<file path="src/pkg/dcc_pkg.sv">
`default_nettype none
package dcc_pkg;

    // consistency classification
    localparam logic [7:0]  DCC_TELEGRAM_MAX   = 8'h7a;
    localparam logic [7:0]  DCC_WORD_AREA_LEN  = 8'h02;

    // command channel answers
    localparam logic [15:0] DCC_UNKNOWN_VALUE  = 16'h0200;
    localparam logic [7:0]  DCC_UNKNOWN_LEN    = 8'h02;
    localparam logic [7:0]  DCC_SYSERR_CODE    = 8'h7f;
    localparam logic [7:0]  DCC_SYSERR_LEN     = 8'h0a;
    localparam logic [15:0] DCC_SYSERR_VALUE   = 16'h0000;

    // pacing of the data transfer list
    localparam logic [1:0]  DCC_LIST_EVERY     = 2'h3;
    localparam logic [1:0]  DCC_LIST_CNT_RST   = 2'h0;

    // reset values
    localparam logic [7:0]  DCC_DIAG_CNT_RST   = 8'h00;
    localparam logic [2:0]  DCC_SYNC_RST       = 3'h7;

    // position of the host pins in the synchroniser vector
    localparam int          DCC_PIN_CS         = 0;
    localparam int          DCC_PIN_WR         = 1;
    localparam int          DCC_PIN_RD         = 2;

    typedef enum logic [1:0] {
        DCC_CONS_NONE,
        DCC_CONS_BUFFERED,
        DCC_CONS_SHORT,
        DCC_CONS_LONG
    } dcc_cons_t;

    typedef struct packed {
        logic wr;
        logic rd;
    } dcc_req_t;

    typedef struct packed {
        logic        valid;
        logic        is_message;
        logic [7:0]  code;
        logic [7:0]  len;
        logic [15:0] value;
    } dcc_resp_t;

endpackage
`default_nettype wire

</file>
<file path="src/core/dcc_cons_classify.sv">
`timescale 1ns/100ps
`default_nettype none
module dcc_cons_classify #(
    parameter int LEN_W = 8
) (
    input  wire logic             core_clk,
    input  wire logic             rstn,
    input  wire logic [LEN_W-1:0] telegram_len,
    input  wire logic             consistent,
    input  wire logic [LEN_W-1:0] longest_area,
    input  wire logic [LEN_W-1:0] cons_limit,
    input  wire logic             word_cons,
    output var  dcc_pkg::dcc_cons_t cons_type
);
    logic                         fits;
    logic                         area_ok;
    dcc_pkg::dcc_cons_t           cons_type_next;

    assign fits    = telegram_len <= LEN_W'(dcc_pkg::DCC_TELEGRAM_MAX);
    assign area_ok = longest_area <= cons_limit;

    always_comb begin
        if (!consistent) begin
            cons_type_next = fits ? dcc_pkg::DCC_CONS_NONE
                                  : dcc_pkg::DCC_CONS_BUFFERED;
        end else if (fits && (area_ok || word_cons)) begin
            cons_type_next = dcc_pkg::DCC_CONS_SHORT;
        end else begin
            cons_type_next = dcc_pkg::DCC_CONS_LONG;
        end
    end

    always_ff @(posedge core_clk) begin
        if (!rstn) begin
            cons_type <= dcc_pkg::DCC_CONS_NONE;
        end else begin
            cons_type <= cons_type_next;
        end
    end
endmodule
`default_nettype wire

</file>
<file path="src/core/dcc_consistency_ctrl.sv">
`timescale 1ns/100ps
`default_nettype none
module dcc_consistency_ctrl #(
    parameter int LEN_W  = 8,
    parameter int DIAG_W = 8
) (
    input  wire logic              core_clk,
    input  wire logic              rstn,
    // host pins, asynchronous to core_clk
    input  wire logic              host_chip_select_n,
    input  wire logic              host_consistent_write_req_n,
    input  wire logic              host_consistent_read_req_n,
    output logic                   host_ready,
    output logic                   host_consistency_ack_n,
    output logic                   engine_conflict_flag,
    // protocol engine, same clock
    input  wire logic              engine_access,
    input  wire logic              engine_consistent_read,
    input  wire logic              engine_consistent_write,
    output logic                   engine_ready,
    // diagnostics
    input  wire logic              diag_update_done,
    input  wire logic              data_cycle_done,
    output logic [DIAG_W-1:0]      diag_count,
    output logic                   sys_diag_refresh,
    output logic                   transfer_list_write,
    // command channel
    input  wire logic              cmd_valid,
    input  wire logic [7:0]        cmd_code,
    input  wire logic              cmd_known,
    input  wire logic              sys_err_report,
    output dcc_pkg::dcc_resp_t     resp,
    // consistency classification
    input  wire logic [LEN_W-1:0]  telegram_len,
    input  wire logic              consistent,
    input  wire logic [LEN_W-1:0]  longest_area,
    input  wire logic [LEN_W-1:0]  cons_limit,
    input  wire logic              word_cons,
    output dcc_pkg::dcc_cons_t     cons_type
);
    logic [2:0]         sync1_reg;
    logic [2:0]         sync2_reg;
    logic               host_cs;
    dcc_pkg::dcc_req_t  hreq;
    dcc_pkg::dcc_req_t  ereq;
    logic               hreq_any;
    logic               ereq_any;
    logic               conf;
    logic               host_ack;
    logic               host_ack_next;
    logic               eng_own_reg;
    logic               eng_own_next;
    logic               eng_stall;
    logic [1:0]         list_cnt_reg;

    function automatic logic req_conflict(dcc_pkg::dcc_req_t a,
                                          dcc_pkg::dcc_req_t b);
        req_conflict = (a.wr && b.rd) || (a.rd && b.wr);
    endfunction

    // host pins go through two flops; first stage feeds only the second
    always_ff @(posedge core_clk) begin
        if (!rstn) begin
            sync1_reg <= dcc_pkg::DCC_SYNC_RST;
            sync2_reg <= dcc_pkg::DCC_SYNC_RST;
        end else begin
            sync1_reg <= {host_consistent_read_req_n,
                          host_consistent_write_req_n,
                          host_chip_select_n};
            sync2_reg <= sync1_reg;
        end
    end

    assign host_cs  = !sync2_reg[dcc_pkg::DCC_PIN_CS];
    assign hreq.wr  = !sync2_reg[dcc_pkg::DCC_PIN_WR];
    assign hreq.rd  = !sync2_reg[dcc_pkg::DCC_PIN_RD];
    // engine strobes announce its consistent transfer
    assign ereq.wr  = engine_consistent_write;
    assign ereq.rd  = engine_consistent_read;
    // a side never raises both, so an either-bit test suffices
    assign hreq_any = hreq.wr || hreq.rd;
    assign ereq_any = ereq.wr || ereq.rd;
    assign conf     = req_conflict(hreq, ereq);
    assign host_ack = !host_consistency_ack_n;

    // engine wins a tie, host only granted free of conflict
    // a held acknowledge is never taken back early
    // drop once the request is gone
    assign host_ack_next = hreq_any
                         && (host_ack || !(ereq_any && conf));

    // engine keeps its access while its strobe stays up
    // engine waits while the host holds a conflicting grant
    assign eng_own_next  = ereq_any
                         && (eng_own_reg || !(host_ack && conf));
    assign eng_stall     = ereq_any && !eng_own_next;

    always_ff @(posedge core_clk) begin
        if (!rstn) begin
            host_consistency_ack_n <= 1'b1;
        end else begin
            host_consistency_ack_n <= !host_ack_next;
        end
    end

    always_ff @(posedge core_clk) begin
        if (!rstn) begin
            eng_own_reg <= 1'b0;
        end else begin
            eng_own_reg <= eng_own_next;
        end
    end

    // plain engine accesses are never held here
    // short consistency lets the engine go straight to memory
    always_ff @(posedge core_clk) begin
        if (!rstn) begin
            engine_ready <= 1'b0;
        end else begin
            engine_ready <= engine_access && !eng_stall;
        end
    end

    // flag the host while the engine is locked out
    always_ff @(posedge core_clk) begin
        if (!rstn) begin
            engine_conflict_flag <= 1'b0;
        end else begin
            engine_conflict_flag <= eng_stall;
        end
    end

    // a host access with a consistent request waits for the acknowledge; other accesses do not
    // a long hold here starves the engine; kept short by the host
    always_ff @(posedge core_clk) begin
        if (!rstn) begin
            host_ready <= 1'b0;
        end else begin
            host_ready <= host_cs && (!hreq_any || host_ack);
        end
    end

    // the host compares this count across its reads
    always_ff @(posedge core_clk) begin
        if (!rstn) begin
            diag_count <= DIAG_W'(dcc_pkg::DCC_DIAG_CNT_RST);
        end else if (diag_update_done) begin
            diag_count <= diag_count + DIAG_W'(1);
        end
    end

    // diagnostic area every cycle, list every third
    always_ff @(posedge core_clk) begin
        if (!rstn) begin
            list_cnt_reg <= dcc_pkg::DCC_LIST_CNT_RST;
        end else if (data_cycle_done) begin
            if (list_cnt_reg == dcc_pkg::DCC_LIST_EVERY - 2'h1) begin
                list_cnt_reg <= dcc_pkg::DCC_LIST_CNT_RST;
            end else begin
                list_cnt_reg <= list_cnt_reg + 2'h1;
            end
        end
    end

    always_ff @(posedge core_clk) begin
        if (!rstn) begin
            sys_diag_refresh    <= 1'b0;
            transfer_list_write <= 1'b0;
        end else begin
            sys_diag_refresh    <= data_cycle_done;
            transfer_list_write <= data_cycle_done
                && list_cnt_reg == dcc_pkg::DCC_LIST_EVERY - 2'h1;
        end
    end

    // system error message takes precedence; an unknown command in the
    // same cycle is dropped here and gets no answer from this block
    always_ff @(posedge core_clk) begin
        if (!rstn) begin
            resp <= '0;
        end else if (sys_err_report) begin
            resp.valid      <= 1'b1;
            resp.is_message <= 1'b1;
            resp.code       <= dcc_pkg::DCC_SYSERR_CODE;
            resp.len        <= dcc_pkg::DCC_SYSERR_LEN;
            resp.value      <= dcc_pkg::DCC_SYSERR_VALUE;
        end else if (cmd_valid && !cmd_known) begin
            resp.valid      <= 1'b1;
            resp.is_message <= 1'b0;
            resp.code       <= cmd_code;
            resp.len        <= dcc_pkg::DCC_UNKNOWN_LEN;
            resp.value      <= dcc_pkg::DCC_UNKNOWN_VALUE;
        end else begin
            resp.valid      <= 1'b0;
        end
    end

    // word/byte consistency lives in the memory controller
    // area membership is not checked, the type alone decides
    // one direction per byte is kept by software
    dcc_cons_classify #(
        .LEN_W        (LEN_W)
    ) u_classify (
        .core_clk     (core_clk),
        .rstn         (rstn),
        .telegram_len (telegram_len),
        .consistent   (consistent),
        .longest_area (longest_area),
        .cons_limit   (cons_limit),
        .word_cons    (word_cons),
        .cons_type    (cons_type)
    );
endmodule
`default_nettype wire

</file>
<file path="config.mk">
export PLATFORM = sky130hd
export DESIGN_NAME = dcc_consistency_ctrl
export DESIGN_NICKNAME = d
export VERILOG_FILES = /design/src/pkg/dcc_pkg.sv /design/src/core/dcc_cons_classify.sv /design/src/core/dcc_consistency_ctrl.sv
export SDC_FILE = /design/constraint.sdc
export NUM_CORES = 1
export LEC_CHECK = 0
export BUFFER_PORTS_ARGS = -buffer_cell sky130_fd_sc_hd__buf_2
export CAP_MARGIN = 20
export CORE_UTILIZATION = 44
export DETAILED_ROUTE_END_ITERATION = 12
export GPL_TIMING_DRIVEN = 0
export PLACE_DENSITY_LB_ADDON = 0.08
export REMOVE_ABC_BUFFERS = 1
export SLEW_MARGIN = 0
export SYNTH_ARGS = -nofsm -noshare
export SYNTH_HDL_FRONTEND = slang
export SYNTH_SLANG_ARGS = --single-unit
</file>
<file path="constraint.sdc">
create_clock -name core_clk -period 1.39 [get_ports core_clk]
set_input_delay 0.139 -clock core_clk [delete_from_list [all_inputs] [get_ports core_clk]]
set_output_delay 0.139 -clock core_clk [all_outputs]
set_load 0.01 [all_outputs]
</file>
# Word-level counts from Yosys, hierarchy flattened

Cells that the tools add are included.

Reduce and logical (&&, ||, !) cells: 32
$add $sub $neg: 2
Equal/unequal tests: 1
Multiplexer cells: 7
Order comparisons: 2
Bitwise gates (word level): 1

Operators by type and width:

| operator                                                       | count |
|---|---|
| 2-to-1 mux 34 bit                                              | 1 |
| 2-to-1 mux 33 bit                                              | 1 |
| logical AND 1 bit                                              | 12 |
| logical NOT 1 bit                                              | 11 |
| adder 8 x 1 -> 8 bit, second input constant                    | 1 |
| less-or-equal comparator 8 x 7 -> 1 bit, second input constant | 1 |
| less-or-equal comparator 8 bit                                 | 1 |
| logical OR 1 bit                                               | 7 |
| 2-to-1 mux 2 bit                                               | 2 |
| 2-to-1 mux 1 bit                                               | 3 |
| adder 2 x 1 -> 2 bit, second input constant                    | 1 |
| equality test 2 bit, second input constant                     | 1 |
| nonzero test 2 bit                                             | 1 |
| OR reduction 2 bit                                             | 1 |
| inverter 1 bit                                                 | 1 |

Register bits after elaboration: 38
Output and inout port bits: 50

# Longest topological paths before layout

Word-level depth: 11
Depth in mapped cells: 6
Mapped depth without buffers: 6

# Cells and area by module

Synthesis repeated with hierarchy kept, for this count alone.

Cell total of the unflattened synthesis: 176
Area, all modules: 1722.9 µm²

By module, submodules not included:

| module               | sequential area each (µm²) | times used | area an instance (µm²) | cells each |
|---|---|---|---|---|
| dcc_consistency_ctrl | 700.7                      | 1          | 1432.6                 | 140 |
| dcc_cons_classify    | 40.0                       | 1          | 290.3                  | 36 |

# Worst setup path before layout

No wires, ideal clock.

Path type: in2reg
Start point: in cons_limit[1]
End point: reg u_classify.cons_type[0]
Arrival: 1.080 ns
Library setup time: 0.122 ns
Cell stages on the path: 6
Buffers on the path: 0
Path slack: 0.188 ns
Cell sequence: inv_1 ha_1 nor2b_1 o211ai_1 a21oi_1 o311a_1

Word-level cells in the longest chain between the ends: 5

RTL lines:

| item                           | line                       | source |
|---|---|---|
| start, declared                | dcc_consistency_ctrl.sv:37 | `input wire logic [LEN_W-1:0] cons_limit,` |
| less-or-equal comparator 8 bit | dcc_cons_classify.sv:20    | `assign area_ok = longest_area <= cons_limit;` |
| logical OR 1 bit               | dcc_cons_classify.sv:26    | `end else if (fits && (area_ok \|\| word_cons)) begin` |
| logical AND 1 bit              | dcc_cons_classify.sv:26    |  |
| 2-to-1 mux 1 bit               | dcc_cons_classify.sv:26    |  |
| 2-to-1 mux 2 bit               | dcc_cons_classify.sv:23    | `if (!consistent) begin` |
| end signal, assigned           | dcc_cons_classify.sv:35    | `cons_type <= dcc_pkg::DCC_CONS_NONE;` |
| end signal, assigned           | dcc_cons_classify.sv:37    | `cons_type <= cons_type_next;` |
| end, declared                  | dcc_cons_classify.sv:13    | `output var dcc_pkg::dcc_cons_t cons_type` |

No other way between the ends.
A chain may end at the register's enable or synchronous reset.

# Worst setup path in the final report

Start point: reg diag_count[2]
End point: reg diag_count[5]

Word-level cells in the longest chain between the ends: 1

RTL lines:

| item                   | line                        | source |
|---|---|---|
| start, declared        | dcc_consistency_ctrl.sv:24  | `output logic [DIAG_W-1:0] diag_count,` |
| start signal, assigned | dcc_consistency_ctrl.sv:146 | `diag_count <= DIAG_W'(dcc_pkg::DCC_DIAG_CNT_RST);` |
| start signal, assigned | dcc_consistency_ctrl.sv:148 | `diag_count <= diag_count + DIAG_W'(1);` |
| adder 8 x 1 -> 8 bit   | dcc_consistency_ctrl.sv:148 |  |

No other way between the ends.

==> reports/qor.yml <==
routed_wl_mm: 2.92
reg.largest.list: "resp (12), diag_count (8)"
drive_gt1_share_pct: 36.3
drc_errors: 0
grt_util_all_layers_pct: 15.2
antenna_found_initial: 0
dieArea_sq_mm: 0.00417
hold_buffers: 0
io_pins: 97
synth.distinct_cells: 30
worstSetupEndpointType: "flip-flop"
netlist_area_sq_mm: 0.00172
cts_buffer_depth: 2
grt_pass1_wl_mm: 4.86
rsz0062_at_grt: "no"
critPathKind: "reg2reg"
vias: 1362
hold_viol: 0
start_util_pct: 46.3
diodes: 0
clk_pin_slew_ns: 0.07
cpMaxStageDelayCell: "dfxtp_1"
tightest_slew_ns: 0.523
cts_resized: 0
p_leak_nw: 1.12
cts_sinks: 37
post-place-ws_ns: -0.210
grt_pass1_vias: 1136
reg2reg_slack_ns: 0.18
post-route-min-period_ns: 1.21
holdPathStages: 2
holdPathEnd: "sync1_reg[1]"
worstReg2RegEnd: "diag_count[5]"
synth_seq_cells: 37
coreArea_sq_mm: 0.00372
max_slew_margin_pct: 65.1
critPathTopFamily: "simple AND/OR/NAND/NOR gates"
fmax_mhz: 826
seq_area_frac_synth_pct: 43.0
powerDensity_mw_per_mm2: 1090
fin_util_pct: 57.6
reg2reg_from: "diag_count[2]"
place.gp.congestion: 0.656
drv_slew: 0
instances_no_fill: 299
slowest_delay_ns: 0.42
yosys_warnings: 0
firstDrtPassIters: 4
regMostFlops: "resp"
cts_htree_levels: 2
rows: 22
cts_tree: "done"
ctsRootBufferMaster: "clkbuf_8"
critPathArrivalTime_ns: 1.43
placedCellCount: 292
finalCritPeriodShare_pct: 87.1
maxCapViolCount: 0
status: "complete, no violations"
path_buf_inv: 0
cp-start-kind: "flip-flop"
overflow: 0
clk_latency_ns: 0.28
rr_worst_depth: 3
synth_cells: 177
hp-class: "in2reg"
die_w_um: 64.6
syn-mean-instance-area_sq_um: 9.73
ant_nets: 0
cp_cell_sequence: "nand4_2 -> or3_1 -> a21boi_1"
placed_cell_area_sq_mm: 0.00203
final_cell_area_sq_mm: 0.00214
routed_via_density: 4.56
die_y_um: 64.6
hold_path.startpoint: "host_consistent_write_req_n"
largest_reg_flops: 12
worstPathRequired_ns: 1.61
drt_iter0_drc: 32
finalSetupViolCount: 0
path_max_fanout: 5
fin_skew_ns: 0.000923
numCtsBuffers: 5
cts_setup_buffers: 0
worst_slack_ns: 0.179
grt_max_degree: 35
syn_to_final_growth_pct: 24.3
fin_nets: 307
place_hpwl_mm: 2.21
holdWs_ns: 0.0310
io_buffers: 75
drt-wirelength-per-cell_um: 9.76
ir_drop_uv: 542
==> worst max-delay path by stage <==
stage                        startpoint             to  slack (ns)  cells past startpoint
after floorplan               cmd_valid       resp[24]        0.05                      3
after global placement        cmd_known       resp[28]       -0.24                      4
after detailed placement      cmd_known       resp[28]       -0.21                      4
after CTS                     cmd_known       resp[24]        0.08                      4
after global routing      diag_count[2]  diag_count[5]        0.08                      3
final                     diag_count[2]  diag_count[5]        0.18                      3
==> worst register-to-register path, cell delays in order, from the launching register on <==
cell and delay, ns:
dfxtp_1 0.42, nand4_2 0.19, or3_1 0.39, a21boi_1 0.14
==> placed cells by master, fill, tap and decap left out, drive strengths merged, types with 2 or more instances in the layout <==
cell type  count
or3            3
and3           2
o211ai         2
mux2           7
nor2b          7
nand4          6
buf           75
dfxtp         37
conb          21
mux2i          3
ha             9
nand2b         9
nand2          6
inv           11
o21a          10
and2           8
a21boi         2
xnor2          4
o21ai          5
clkbuf         5
a21oi          6
nor2           4
==> cell families after synthesis <==
kind of cell	Yosys count	share of synthesized area, %
multiplexers	10	6.32
buffers and inverters	39	14.0
other	1	0.218
AO/OA/AOI/OAI	29	11.2
AND/OR/NAND/NOR	47	16.2
adder cells (fa/ha/maj)	9	6.54
XOR/XNOR	5	2.54
flip-flops	37	43.0
==> through the flow <==
stage	TNS, ns	total power, mW
2_1_floorplan	0	1.34
3_3_place_gp	-1.62	1.48
3_5_place_dp	-1.43	1.48
4_1_cts	0	2.36
5_1_grt	0	2.46
6_report	0	2.33
==> layout make-up <==
cell class                 instances  area, sq um
clock buffer                       5         68.8
clock inverter                     2         35.0
fill                             365         1580
inverter                          11         41.3
multi-input combinational        121          818
sequential                        37          741
tap                               48         60.1
timing repair buffer              75          375
==> per-layer routing <==
metal  wire length (um)  track usage [%]
met1               1190             16.6
met2               1430             26.7
met3                269             5.99
met4                 31             5.00
met5                  0                0
==> synthesized netlist by cell type <==
cell,count,area [sq um]
dfxtp_1,37,741
buf_4,25,188
inv_1,11,41.3
o21a_1,10,75.1
ha_1,9,113
nand2b_1,9,56.3
and2_1,8,50.1
mux2_2,7,78.8
nor2b_1,7,43.8
a21oi_1,6,30.0
nand2_1,6,22.5
nand4_1,5,31.3
o21ai_0,5,25.0
nor2_1,4,15.0
xnor2_1,4,35.0
clkbuf_1,3,11.3
mux2i_1,3,30.0
or3_1,3,18.8
a21boi_1,2,15.0
and3_1,2,12.5
o211ai_1,2,15.0
a21o_1,1,7.51
a22oi_1,1,7.51
and3b_1,1,8.76
conb_1,1,3.75
nand4_2,1,12.5
nor3b_1,1,7.51
o21bai_1,1,7.51
o311a_1,1,10.0
xor2_1,1,8.76
==> power breakdown <==
part | switching, mW | leakage (nW) | internal [mW]
sequential | 0.0257 | 0.306 | 1.11
combinational | 0.159 | 0.757 | 0.159
clock | 0.347 | 0.0540 | 0.521
total | 0.532 | 1.12 | 1.79
Power figures use the tool's default switching activity.
